### src/hdl/erx_defines.vh
`ifndef ERX_DEFINES_VH
`define ERX_DEFINES_VH

// system clock rate and filter times
`define ERX_SYS_CLK_MHZ 250
`define ERX_LONG_FILTER_US 1000
`define ERX_SHORT_FILTER_US 10
// filter counts at that clock rate, sized to the filter counter
`define ERX_LONG_FILTER_CYC 18'h3D090
`define ERX_SHORT_FILTER_CYC 18'h009C4
`define ERX_FILTER_CNT_W 18

// frame layout, msb first
`define ERX_FRAME_BITS 5'h10
`define ERX_CMD_HI 15
`define ERX_CMD_LO 13
`define ERX_MODE_W 13

// command codes
`define ERX_CMD_CONFIG_WRITE 3'h5
`define ERX_CMD_STATUS_READ 3'h2
`define ERX_CMD_CONFIG_READ 3'h7

// response selected for the next frame
`define ERX_RESP_ZERO 2'h0
`define ERX_RESP_DETAIL 2'h1
`define ERX_RESP_STATUS 2'h2
`define ERX_RESP_CONFIG 2'h3

// mode bit positions inside the 13 mode bits
`define ERX_BIT_HIGH_THRESHOLD_SEL 12
`define ERX_BIT_DIFF_FILTER_EN 11
`define ERX_BIT_A_SINGLE_ENDED_SEL 10
`define ERX_BIT_A_TTL 9
`define ERX_BIT_B_SINGLE_ENDED_SEL 8
`define ERX_BIT_B_TTL 7
`define ERX_BIT_Z_TTL 6
`define ERX_BIT_Z_SINGLE_ENDED_SEL 5
`define ERX_BIT_Z_DI 4
`define ERX_BIT_Y_TTL 3
`define ERX_BIT_Y_SINGLE_ENDED_SEL 2
`define ERX_BIT_D2_DI 1
`define ERX_BIT_D3_DI 0
`define ERX_CFG_RESET 13'h0000

// receiver operating modes
`define ERX_MODE_DHTL 3'h0
`define ERX_MODE_RS422 3'h1
`define ERX_MODE_SEHTL 3'h2
`define ERX_MODE_TTL 3'h3
`define ERX_MODE_DI 3'h4

`endif

### src/hdl/erx_spi_cmd.v
// Notes on behaviour
// RULE1 - 101 writes config, next frame detailed faults
// RULE2 - 010 keeps config, next frame fault/levels
// RULE3 - 111 keeps config, next frame shows config
// RULE4 - other codes keep config, detailed faults next
// RULE5 - status snapshot taken at chip select fall
// RULE6 - high-threshold bit enables se thresholds in htl
// RULE7 - detailed word 16 bits with differential flags
// RULE8 - detailed word holds per-input single-ended flags
// RULE9 - receiver fault bit is diff or se fault
// RULE10 - fault raises interrupt and receiver fault output
// RULE11 - single-ended faults always take the long filter
// RULE12 - filter bit set: diff faults take long filter
// RULE13 - filter bit clear: diff faults take 10us
// RULE14 - fault output follows fault, interrupt stays latched
// RULE15 - status read releases interrupt despite lasting fault
// RULE16 - a/b pair: 00 dhtl 01 rs422 10 sehtl 11 ttl
// RULE17 - z digital bit forces di, else table
// RULE18 - y: x0 rs422, 01 di, 11 ttl
// RULE19 - aux select bit: 0 ttl, 1 di
// RULE20 - under 16 clocks dropped, over 16 keeps last
// RULE21 - sample input on rise, launch output on fall
// RULE22 - after reset config zero, first frame zeros
// RULE23 - frame is 3 command bits plus 13 mode bits
// RULE24 - msb first, command in top three bits
`timescale 1ns/1ps
`default_nettype none
`include "erx_defines.vh"
module erx_spi_cmd #(
   parameter [`ERX_FILTER_CNT_W-1:0] LONG_FILTER_CYC = `ERX_LONG_FILTER_CYC
) (
   input wire clk_sys_i,
   input wire nrst_i,
   input wire chip_select_pin_n_i,
   input wire serial_clock_pin_i,
   input wire serial_in_pin_i,
   input wire [3:0] diff_fault_i,
   input wire [11:0] se_fault_i,
   input wire [5:0] rx_level_i,
   output reg serial_out_pin_o,
   output reg shared_interrupt_n_o,
   output reg [5:0] fault_o,
   output reg [2:0] a_mode_o,
   output reg [2:0] b_mode_o,
   output reg [2:0] z_mode_o,
   output reg [2:0] y_mode_o,
   output reg [2:0] aux2_mode_o,
   output reg [2:0] aux3_mode_o,
   output reg [2:0] se_htl_thresh_o,
   output reg diff_filter_en_o
);
   // synchronised pins and sense inputs
   wire [2:0] spi_s;
   wire [21:0] sense_s;
   wire cs_n_s;
   wire sclk_s;
   wire sdi_s;
   wire [3:0] diff_s;
   wire [11:0] se_s;
   wire [5:0] level_s;

   // chip select resets to its idle high level, so no false edge follows
   erx_sync #(.W(3), .RST_VAL(3'h4)) u_spi_sync (
      .clk_sys_i(clk_sys_i),
      .nrst_i(nrst_i),
      .async_i({chip_select_pin_n_i, serial_clock_pin_i, serial_in_pin_i}),
      .sync_o(spi_s)
   );

   erx_sync #(.W(22)) u_sense_sync (
      .clk_sys_i(clk_sys_i),
      .nrst_i(nrst_i),
      .async_i({diff_fault_i, se_fault_i, rx_level_i}),
      .sync_o(sense_s)
   );

   assign cs_n_s = spi_s[2];
   assign sclk_s = spi_s[1];
   assign sdi_s = spi_s[0];
   assign diff_s = sense_s[21:18];
   assign se_s = sense_s[17:6];
   assign level_s = sense_s[5:0];

   // detailed fault word, bit 15 down to 0
   wire [15:0] detail_word;
   assign detail_word = {se_s[11:10], diff_s[3],
                         se_s[9:8], diff_s[2],
                         se_s[7:6], diff_s[1],
                         se_s[5:4], diff_s[0],
                         se_s[3:0]}; // RULE7 RULE8

   // single-ended fault per receiver a b z y aux2 aux3
   wire [5:0] se_any;
   assign se_any = {|se_s[11:10], |se_s[9:8], |se_s[7:6],
                    |se_s[5:4], |se_s[3:2], |se_s[1:0]};

   // held configuration
   reg [`ERX_MODE_W-1:0] cfg;
   wire diff_filter_en;
   assign diff_filter_en = cfg[`ERX_BIT_DIFF_FILTER_EN];

   // fault qualification filters
   wire [5:0] se_qual;
   wire [3:0] diff_qual;
   genvar gi;
   generate
      // single-ended faults always take the long delay
      for (gi = 0; gi < 6; gi = gi + 1) begin : g_se
         erx_fault_filter #(
            .LONG_CYC(LONG_FILTER_CYC),
            .SHORT_CYC(LONG_FILTER_CYC)
         ) u_se_filt (
            .clk_sys_i(clk_sys_i),
            .nrst_i(nrst_i),
            .raw_i(se_any[gi]),
            .short_i(1'b0),
            .qual_o(se_qual[gi])
         ); // RULE11
      end
      // differential delay shortens while the filter bit is clear
      for (gi = 0; gi < 4; gi = gi + 1) begin : g_diff
         erx_fault_filter #(
            .LONG_CYC(LONG_FILTER_CYC),
            .SHORT_CYC(`ERX_SHORT_FILTER_CYC)
         ) u_diff_filt (
            .clk_sys_i(clk_sys_i),
            .nrst_i(nrst_i),
            .raw_i(diff_s[gi]),
            .short_i(~diff_filter_en),
            .qual_o(diff_qual[gi])
         ); // RULE12 RULE13
      end
   endgenerate

   // qualified fault per receiver, diff or single-ended
   wire [5:0] qual;
   assign qual = se_qual | {diff_qual, 2'b00}; // RULE9

   // edge detection on synchronised pins
   reg cs_n_d;
   reg sclk_d;
   wire cs_fall;
   wire cs_rise;
   wire sclk_rise;
   wire sclk_fall;

   always @(posedge clk_sys_i or negedge nrst_i) begin
      if (!nrst_i) begin
         cs_n_d <= 1'b1;
         sclk_d <= 1'b0;
      end else begin
         cs_n_d <= cs_n_s;
         sclk_d <= sclk_s;
      end
   end

   assign cs_fall = cs_n_d & ~cs_n_s;
   assign cs_rise = ~cs_n_d & cs_n_s;
   // serial clock edges only count while chip select is low
   assign sclk_rise = ~cs_n_s & ~sclk_d & sclk_s;
   assign sclk_fall = ~cs_n_s & sclk_d & ~sclk_s;

   // frame state
   reg [15:0] rx_shift;
   reg [15:0] tx_shift;
   reg [4:0] bit_cnt;
   reg [1:0] resp_sel;
   reg [1:0] frame_resp;
   wire frame_ok;
   wire [2:0] cmd;
   wire read_done;

   assign frame_ok = cs_rise && (bit_cnt == `ERX_FRAME_BITS); // RULE20
   assign cmd = rx_shift[`ERX_CMD_HI:`ERX_CMD_LO]; // RULE23 RULE24
   assign read_done = frame_ok && ((frame_resp == `ERX_RESP_DETAIL) ||
                                   (frame_resp == `ERX_RESP_STATUS));

   // status and configuration readback words
   wire [15:0] status_word;
   wire [15:0] config_word;
   assign status_word = {qual, level_s, 4'h0}; // RULE2 RULE9
   assign config_word = {3'h0, cfg}; // RULE3

   // response word chosen at the start of a frame
   reg [15:0] resp_word;
   always @* begin
      case (resp_sel)
         `ERX_RESP_DETAIL: resp_word = detail_word;
         `ERX_RESP_STATUS: resp_word = status_word;
         `ERX_RESP_CONFIG: resp_word = config_word; // RULE3
         default: resp_word = 16'h0000; // RULE22
      endcase
   end

   // receive shift, bit count, transmit shift
   always @(posedge clk_sys_i or negedge nrst_i) begin
      if (!nrst_i) begin
         rx_shift <= 16'h0000;
         tx_shift <= 16'h0000;
         bit_cnt <= 5'h00;
         frame_resp <= `ERX_RESP_ZERO;
         serial_out_pin_o <= 1'b0;
      end else if (cs_fall) begin
         // a new frame starts with the response chosen by the last one
         bit_cnt <= 5'h00;
         tx_shift <= resp_word; // RULE5
         frame_resp <= resp_sel;
         serial_out_pin_o <= resp_word[15];
      end else begin
         // input bits enter on each rising serial clock
         if (sclk_rise) begin
            rx_shift <= {rx_shift[14:0], sdi_s}; // RULE21
            if (bit_cnt != `ERX_FRAME_BITS) begin
               bit_cnt <= bit_cnt + 5'h01;
            end
         end
         if (sclk_fall) begin
            // extra clocks pass input data through after 16 bits
            tx_shift <= {tx_shift[14:0], rx_shift[0]};
            serial_out_pin_o <= tx_shift[14]; // RULE21
         end
      end
   end

   // command decode at the end of a complete frame
   always @(posedge clk_sys_i or negedge nrst_i) begin
      if (!nrst_i) begin
         cfg <= `ERX_CFG_RESET; // RULE22
         resp_sel <= `ERX_RESP_ZERO;
      end else if (frame_ok) begin
         // frames under 16 clocks never reach this decode
         case (cmd)
            `ERX_CMD_CONFIG_WRITE: begin
               cfg <= rx_shift[`ERX_MODE_W-1:0]; // RULE1
               resp_sel <= `ERX_RESP_DETAIL;
            end
            `ERX_CMD_STATUS_READ: begin
               resp_sel <= `ERX_RESP_STATUS; // RULE2
            end
            `ERX_CMD_CONFIG_READ: begin
               resp_sel <= `ERX_RESP_CONFIG; // RULE3
            end
            default: begin
               resp_sel <= `ERX_RESP_DETAIL; // RULE4
            end
         endcase
      end
   end

   // new qualified fault events
   reg [5:0] qual_d;
   wire new_fault;
   assign new_fault = |(qual & ~qual_d);

   // fault outputs follow, interrupt latches until a status or detailed fault read
   always @(posedge clk_sys_i or negedge nrst_i) begin
      if (!nrst_i) begin
         qual_d <= 6'h00;
         fault_o <= 6'h00;
         shared_interrupt_n_o <= 1'b1;
      end else begin
         qual_d <= qual;
         fault_o <= qual; // RULE10 RULE14
         // a new fault wins over a release in the same cycle
         if (new_fault) begin
            shared_interrupt_n_o <= 1'b0; // RULE10
         end else if (read_done) begin
            shared_interrupt_n_o <= 1'b1; // RULE14 RULE15
         end
      end
   end

   // receiver mode decode from the held configuration
   reg [2:0] next_a_mode;
   reg [2:0] next_b_mode;
   reg [2:0] next_z_mode;
   reg [2:0] next_y_mode;
   always @* begin
      // a and b: single-ended bit, then ttl bit
      case ({cfg[`ERX_BIT_A_SINGLE_ENDED_SEL], cfg[`ERX_BIT_A_TTL]})
         2'b00: next_a_mode = `ERX_MODE_DHTL;
         2'b01: next_a_mode = `ERX_MODE_RS422;
         2'b10: next_a_mode = `ERX_MODE_SEHTL;
         default: next_a_mode = `ERX_MODE_TTL;
      endcase // RULE16
      case ({cfg[`ERX_BIT_B_SINGLE_ENDED_SEL], cfg[`ERX_BIT_B_TTL]})
         2'b00: next_b_mode = `ERX_MODE_DHTL;
         2'b01: next_b_mode = `ERX_MODE_RS422;
         2'b10: next_b_mode = `ERX_MODE_SEHTL;
         default: next_b_mode = `ERX_MODE_TTL;
      endcase // RULE16
      // z: digital-input bit overrides its table
      if (cfg[`ERX_BIT_Z_DI]) begin
         next_z_mode = `ERX_MODE_DI; // RULE17
      end else begin
         case ({cfg[`ERX_BIT_Z_TTL], cfg[`ERX_BIT_Z_SINGLE_ENDED_SEL]})
            2'b00: next_z_mode = `ERX_MODE_DHTL;
            2'b01: next_z_mode = `ERX_MODE_SEHTL;
            2'b10: next_z_mode = `ERX_MODE_RS422;
            default: next_z_mode = `ERX_MODE_TTL;
         endcase // RULE17
      end
      // y: ttl bit, then single-ended bit
      case ({cfg[`ERX_BIT_Y_TTL], cfg[`ERX_BIT_Y_SINGLE_ENDED_SEL]})
         2'b01: next_y_mode = `ERX_MODE_DI;
         2'b11: next_y_mode = `ERX_MODE_TTL;
         default: next_y_mode = `ERX_MODE_RS422;
      endcase // RULE18
   end

   // htl receivers get single-ended thresholds when selected
   wire [2:0] htl_rx;
   assign htl_rx = {(next_a_mode == `ERX_MODE_DHTL) ||
                       (next_a_mode == `ERX_MODE_SEHTL),
                    (next_b_mode == `ERX_MODE_DHTL) ||
                       (next_b_mode == `ERX_MODE_SEHTL),
                    (next_z_mode == `ERX_MODE_DHTL) ||
                       (next_z_mode == `ERX_MODE_SEHTL)};

   // registered mode outputs
   always @(posedge clk_sys_i or negedge nrst_i) begin
      if (!nrst_i) begin
         a_mode_o <= `ERX_MODE_DHTL;
         b_mode_o <= `ERX_MODE_DHTL;
         z_mode_o <= `ERX_MODE_DHTL;
         y_mode_o <= `ERX_MODE_RS422;
         aux2_mode_o <= `ERX_MODE_TTL;
         aux3_mode_o <= `ERX_MODE_TTL;
         se_htl_thresh_o <= 3'h0;
         diff_filter_en_o <= 1'b0;
      end else begin
         a_mode_o <= next_a_mode;
         b_mode_o <= next_b_mode;
         z_mode_o <= next_z_mode;
         y_mode_o <= next_y_mode;
         // aux receivers: one select bit each
         aux2_mode_o <= cfg[`ERX_BIT_D2_DI] ? `ERX_MODE_DI :
                                              `ERX_MODE_TTL; // RULE19
         aux3_mode_o <= cfg[`ERX_BIT_D3_DI] ? `ERX_MODE_DI :
                                              `ERX_MODE_TTL; // RULE19
         se_htl_thresh_o <= {3{cfg[`ERX_BIT_HIGH_THRESHOLD_SEL]}} &
                            htl_rx; // RULE6
         diff_filter_en_o <= diff_filter_en;
      end
   end
endmodule // erx_spi_cmd
`default_nettype wire

### src/hdl/erx_sync.v
`timescale 1ns/1ps
`default_nettype none
// two flip-flop synchroniser for a bundle of asynchronous levels
module erx_sync #(
   parameter W = 1,
   // reset value, the idle level of each pin
   parameter [W-1:0] RST_VAL = {W{1'b0}}
) (
   input wire clk_sys_i,
   input wire nrst_i,
   input wire [W-1:0] async_i,
   output reg [W-1:0] sync_o
);
   reg [W-1:0] meta;

   // first stage feeds only the second stage
   always @(posedge clk_sys_i or negedge nrst_i) begin
      if (!nrst_i) begin
         meta <= RST_VAL;
         sync_o <= RST_VAL;
      end else begin
         meta <= async_i;
         sync_o <= meta;
      end
   end
endmodule // erx_sync
`default_nettype wire

### src/hdl/erx_fault_filter.v
`timescale 1ns/1ps
`default_nettype none
`include "erx_defines.vh"
// qualifies a fault level: it must stand for a full delay to assert
module erx_fault_filter #(
   parameter [`ERX_FILTER_CNT_W-1:0] LONG_CYC = `ERX_LONG_FILTER_CYC,
   parameter [`ERX_FILTER_CNT_W-1:0] SHORT_CYC = `ERX_SHORT_FILTER_CYC
) (
   input wire clk_sys_i,
   input wire nrst_i,
   input wire raw_i,
   input wire short_i,
   output reg qual_o
);
   reg [`ERX_FILTER_CNT_W-1:0] cnt;
   wire [`ERX_FILTER_CNT_W-1:0] limit;

   assign limit = short_i ? SHORT_CYC : LONG_CYC;

   // count while present, drop at once when the fault goes away
   always @(posedge clk_sys_i or negedge nrst_i) begin
      if (!nrst_i) begin
         cnt <= {`ERX_FILTER_CNT_W{1'b0}};
         qual_o <= 1'b0;
      end else if (!raw_i) begin
         cnt <= {`ERX_FILTER_CNT_W{1'b0}};
         qual_o <= 1'b0;
      end else if (cnt >= limit - 1'b1) begin
         qual_o <= 1'b1;
      end else begin
         cnt <= cnt + 1'b1;
      end
   end
endmodule // erx_fault_filter
`default_nettype wire

### config.mk
export PLATFORM = sky130hd
export DESIGN_NAME = erx_spi_cmd
export DESIGN_NICKNAME = d
export VERILOG_FILES = /design/src/hdl/erx_spi_cmd.v /design/src/hdl/erx_sync.v /design/src/hdl/erx_fault_filter.v
export VERILOG_INCLUDE_DIRS = /design/src /design/src/hdl
export SDC_FILE = /design/constraint.sdc
export NUM_CORES = 1
export LEC_CHECK = 0
export BUFFER_PORTS_ARGS = -buffer_cell sky130_fd_sc_hd__clkbuf_2
export CAP_MARGIN = 15
export CORE_MARGIN = 5
export CORE_UTILIZATION = 30
export CTS_BUF_LIST = sky130_fd_sc_hd__clkbuf_4 sky130_fd_sc_hd__clkbuf_8 sky130_fd_sc_hd__clkbuf_16
export CTS_CLUSTER_SIZE = 16
export DETAILED_ROUTE_END_ITERATION = 10
export REMOVE_ABC_BUFFERS = 1
export SYNTH_ARGS = -nofsm -noshare
export SYNTH_HDL_FRONTEND = slang
export SYNTH_SLANG_ARGS = --single-unit
### constraint.sdc
create_clock -name clk_sys_i -period 3.7 [get_ports clk_sys_i]
set_input_delay 0 -clock clk_sys_i [delete_from_list [all_inputs] [get_ports clk_sys_i]]
set_output_delay 0 -clock clk_sys_i [all_outputs]
set_load 0.005 [all_outputs]
# After elaboration in Yosys (flattened, before gate mapping)
# Cells that the tools add are included.
[word_totals]
output_inout_bits = 30
inputBits = 27
ram_bits = 0
regBits = 324
elab_cells = 206
n_memories = 0
mem_bits_ro = 0
latch_bits = 0
[op_classes]
bitwise_logic = 15
magnitude_cmp = 10
n_eq_ne = 41
shifts = 0
reduce_logical = 26
mux = 59
n_mul = 0
addsub = 12
div = 0
[op_table]
columns = ["op", "count"]
rows = [
  ["two-way mux 18 bit", 21],
  ["adder 18 x 1 -> 18 bit (second input constant)", 10],
  [">= comparator 18 bit (second input constant)", 6],
  [">= comparator 18 bit", 4],
  ["one-hot mux 16 bit (3 select lines)", 1],
  ["!= test 2 bit (second input constant)", 16],
  ["two-way mux 15 bit", 2],
  ["two-way mux 1 bit", 24],
  ["one-hot mux 2 bit (3 select lines)", 3],
  ["subtractor 18 x 1 -> 18 bit (second input constant)", 1],
  ["equality test 2 bit (second input constant)", 8],
  ["two-way mux 5 bit", 3],
  ["equality test 2 x 1 -> 1 bit (second input constant)", 6],
  ["OR reduction 2 bit", 6],
  ["equality test 3 x 2 -> 1 bit (second input constant)", 3],
  ["zero test 3 bit", 3],
  ["two-way mux 3 bit", 3],
  ["!= test 2 x 1 -> 1 bit (second input constant)", 4],
  ["nonzero test 2 bit", 4],
  ["bitwise AND 1 bit", 6],
  ["bitwise AND 6 bit", 1],
  ["equality test 3 bit (second input constant)", 2],
  ["zero test 2 bit", 3],
  ["inverter 6 bit", 1],
  ["12 further kinds", 22],
]

# Logic depth before layout (Yosys ltp)
[depth]
word_depth = 6
depth_mapped = 10

# Cells and area by module
# A second synthesis with hierarchy kept.
[unflattened]
hier_cells = 1569
hier_area_um2 = 16360.7
[by_module_without_submodules]
columns = ["module", "n_inst", "seq_area_each_um2", "cells_per_inst", "area_per_inst_um2"]
rows = [
  ["erx_fault_filter (g_se[0].u_se_filt ...)", 6, 475.5, 115, 1086.0],
  ["erx_fault_filter (g_diff[0].u_diff_filt ...)", 4, 475.5, 138, 1275.0],
  ["erx_spi_cmd", 1, 2033.2, 277, 3490.8],
  ["erx_sync (u_sense_sync)", 1, 1101.1, 44, 1101.1],
  ["erx_sync (u_spi_sync)", 1, 152.6, 6, 152.6],
]

# Least setup slack after synthesis
# Ideal clock, no wire load.
[synth_timing]
path_kind = "flip-flop to flip-flop"
from = "register cfg[11]"
to = "register g_diff[3].u_diff_filt.cnt[5]"
path_buffers = 2
t_required_ns = 3.621
stages_incl_launch_ff = 11
period_less_slack_ns = 3.269
t_arrival_ns = 3.190
setup_time_ns = 0.079
slack_ns = 0.431
cell_sequence = "dfrtp_1 > inv_1 > ha_1 > a21o_1 > a2111oi_0 > o221ai_1 > and2_0 > clkbuf_1 > buf_2 > nor4_1 > mux2i_1"
[synth_between]
elab_chain_cells = 4
[synth_rtl]
columns = ["item", "line", "source"]
rows = [
  ["start, declared", "erx_spi_cmd.v:98", "reg [`ERX_MODE_W-1:0] cfg;"],
  ["start signal, assigned", "erx_spi_cmd.v:228", "cfg <= `ERX_CFG_RESET;"],
  ["start signal, assigned", "erx_spi_cmd.v:234", "cfg <= rx_shift[`ERX_MODE_W-1:0];"],
  ["two-way mux 18 bit", "erx_fault_filter.v:18", "assign limit = short_i ? SHORT_CYC : LONG_CYC;"],
  ["subtractor 18 x 1 -> 18 bit", "erx_fault_filter.v:28", "end else if (cnt >= limit - 1'b1) begin"],
  [">= comparator 18 bit", "erx_fault_filter.v:28", ""],
  ["!= test 2 bit (no source line)", "-", ""],
  ["end signal, assigned", "erx_fault_filter.v:23", "cnt <= {`ERX_FILTER_CNT_W{1'b0}};"],
  ["end signal, assigned", "erx_fault_filter.v:26", "cnt <= {`ERX_FILTER_CNT_W{1'b0}};"],
  ["end signal, assigned", "erx_fault_filter.v:31", "cnt <= cnt + 1'b1;"],
  ["end, declared", "erx_fault_filter.v:15", "reg [`ERX_FILTER_CNT_W-1:0] cnt;"],
]
# Every way passes these cells.
# A chain may end at the register's enable or synchronous reset.

# Final worst setup path
[layout_timing]
from = "register cfg[11]"
to = "register g_diff[3].u_diff_filt.cnt[14]"
# The elaborated chain is that of the path after synthesis.

==> out/results.ini <==
[timing]
fin_crit_ns=3.07
final.setup_skew_ns=0.0252
slew_viol_final=0
setup_violations=0
finalCritPeriodShare=0.830
setup_tns_ns=0
slew_headroom=0.328
rsz0062_at_grt=no
tightest_slew_ns=1.01
fmax_mhz=326
hold_viol=0

[cts]
clock_tree.root_cell=clkbuf_16
cts.sink_count=321
clkLatencyLatePin_ns=0.54
cts.clk_slew.worst_paths_ns=0.06
cts_tree=yes
numCtsBuffers=36
clockBufferDepth=3
cts_resized=0
cts_hold_buf=26
postCtsSetupBuffers=0
htreeDepth=2

[worst_setup_path]
cp_common_cell=or4_1
cp.arrival_ns=3.51
crit_type=reg -> reg
start_kind=flop
crit_chain=inv_1, buf_4, ha_1, or4_1, a31oi_1, o221ai_1, and2_0, or4_1, a21oi_1
slowest_delay_ns=0.57
crit-reg2reg-capture=g_diff[3].u_diff_filt.cnt[14]$_DFFE_PN0P_
critPathSlowestCell=or4_1
crit_end=g_diff[3].u_diff_filt.cnt[14]$_DFFE_PN0P_
ff2ff_path_depth=9
regToRegStartpoint=cfg[11]$_DFFE_PN0P_
endpoint_kind=flop
cp_max_fo=16
crit_required_ns=4.14
crit_start=cfg[11]$_DFFE_PN0P_
rrSetupSlack_ns=0.63

[floorplanning]
die_area_sq_mm=0.0552
num_rows=82
core_sq_mm=0.0501
die_h_um=235
die_w_um=235
io-pin-count=57
initial_core_util=0.303

[detailed_routing]
wl_per_cell_um=14.7
first_pass_iters=5
drc_errors=0
drtAntennaViolNets=0
first_iter_violations=854
wirelength_mm=33.0
num_vias=11100
via_per_inst=4.95

[layout]
antenna_cells=0
nets=1623
seq_area_sq_mm=0.00804
multi_input_area_sq_mm=0.00679
finish.utilization=0.356
syn_to_final_growth_pct=17.4
fillers=5003
drive_gt1_frac=0.124
layoutNonFillerInstCount=2242

[synth]
syn_area_sq_mm=0.0152
avgSynthCellArea_sq_um=10.4
synth_cell_types=66
synth-edff-count=0
yosys.area.top_type=dfrtp_1
synth_top_flop_cell=dfrtp_1
async_reset_ff_frac=1.00
ys_ff_latch=321
seq_area_frac_synth=0.530
yosys_warnings=0
syn_inst=1454
synth_top_area_share=0.517
synth.area.top_cells=dfrtp_1, ha_1, nor2_1, xor2_1, xnor2_1

[placement]
io_buffers=54
globalplace.congestion=0.852
dpl.hpwl_mm=22.4
dp_cells=2149

[power_and_ir_drop]
ir_drop_mv=0.269
p_leak_nw=7.97
finalPower_mw=8.10
pwr_density_cell_mw_per_mm2=454

[grt]
grt_util_all_layers=0.119
grt_pass1_wl_mm=56.3
grt_pass1_vias=11000
grt-ovfl-total=0
antenna_found_initial=0
grt_max_degree=118

[hold_path]
hp-class=in -> async

[run_status]
outcome=finished clean

[flow_run]
max_cap_violations=0

state kept, by name, summed over array words and instances (netlist names), 4 cells and up:
signal	cells
tx_shift	15
bit_cnt	5
qual_d	6
g_diff.u_diff_filt.qual_o	4
g_se.u_se_filt.qual_o	6
u_sense_sync.meta	22
g_se.u_se_filt.cnt	108
cfg	13
rx_shift	16
u_sense_sync.sync_o	22
g_diff.u_diff_filt.cnt	72
cell usage after synthesis, types with 30 or more instances:
library cell	n
nand2_1	95
xnor2_1	51
nor3_1	31
o21ai_0	55
xor2_1	60
nor4_1	31
nand3_1	75
a21oi_1	60
mux2_2	33
nor2_1	162
ha_1	52
inv_1	36
nand4_1	35
and3_1	30
clkbuf_1	45
dfrtp_1	314
report_power, final:
part / internal [mW] / switching [mW] / leakage (nW)
combinational: 0.205 / 0.260 / 3.04
clock: 2.36 / 1.42 / 0.633
sequential: 3.68 / 0.174 / 4.29
worst max-delay path, delay by kind of cell (launching register included):
| kind | cells | cell delay [ns] |
|---|---|---|
| simple gates | 3 | 1.48 |
| flops | 1 | 0.35 |
| buf+inv | 2 | 0.40 |
| compound gates | 3 | 0.53 |
| fa+ha+maj | 1 | 0.22 |
metrics by stage:
stage	setup WS, ns	hold WS, ns	instance area, sq um
after floorplan	0.426	-0.296	15000
after global placement	0.779	0.0905	16300
after detailed placement	0.673	0.0922	16300
after CTS	0.643	0.0658	17800
after global routing	0.417	0.0949	17800
final	0.628	0.0800	17800
placed cells by master, fill, tap and decap left out, types with 20 or more instances in the layout:
master / count
dfrtp_1: 314
nor2_1: 162
nand2_1: 95
nand3_1: 75
a21oi_1: 60
xor2_1: 60
o21ai_0: 54
clkbuf_2: 53
ha_1: 52
xnor2_1: 51
clkbuf_16: 38
inv_1: 36
nand4_1: 35
mux2_2: 33
nor4_1: 31
and3_1: 30
nor3_1: 29
mux2i_1: 26
dlygate4sd3_1: 26
buf_4: 24
and2_1: 23
nand2b_1: 20
or3_1: 20
logic make-up (layout without fill, tap and decap cells):
kind of cell	after synthesis	after routing	share of synthesized area
other	1	2	0.000247
multiplexers	59	59	0.0416
adder cells (fa/ha/maj)	52	52	0.0428
flip-flops	321	321	0.530
buffers and inverters	91	206	0.0241
AO/OA/AOI/OAI	221	221	0.0956
XOR/XNOR	111	111	0.0640
AND/OR/NAND/NOR	598	598	0.202
final cells by class:
cell class                      instances  share of cell area
Clock inverter                         10             0.00933
Sequential cell                       321               0.451
Clock buffer                           54              0.0622
Multi-Input combinational cell       1043               0.381
Inverter                               37             0.00779
Tap cell                              672              0.0472
Timing Repair Buffer                  105              0.0415
layer usage:
layer,up-vias,global-route usage,wire length [um]
met5,-,0,0
met4,0,0.0380,792
met3,47,0.0211,1180
met2,185,0.189,15000
met1,5497,0.167,16100
li1,5375,-,-
worst min path at each step:
stage	start	end	slack (ns)
6_report	nrst_i	g_diff[0].u_diff_filt.cnt[15]$_DFFE_PN0P_	0.08
5_1_grt	se_fault_i[5]	u_sense_sync.meta[11]$_DFF_PN0_	0.09
4_1_cts	chip_select_pin_n_i	u_spi_sync.meta[2]$_DFF_PN1_	0.07
3_5_place_dp	chip_select_pin_n_i	u_spi_sync.meta[2]$_DFF_PN1_	0.09
3_3_place_gp	chip_select_pin_n_i	u_spi_sync.meta[2]$_DFF_PN1_	0.09
2_1_floorplan	nrst_i	a_mode_o[0]$_DFF_PN0_	-0.30
(Power assumes the default switching activity.)
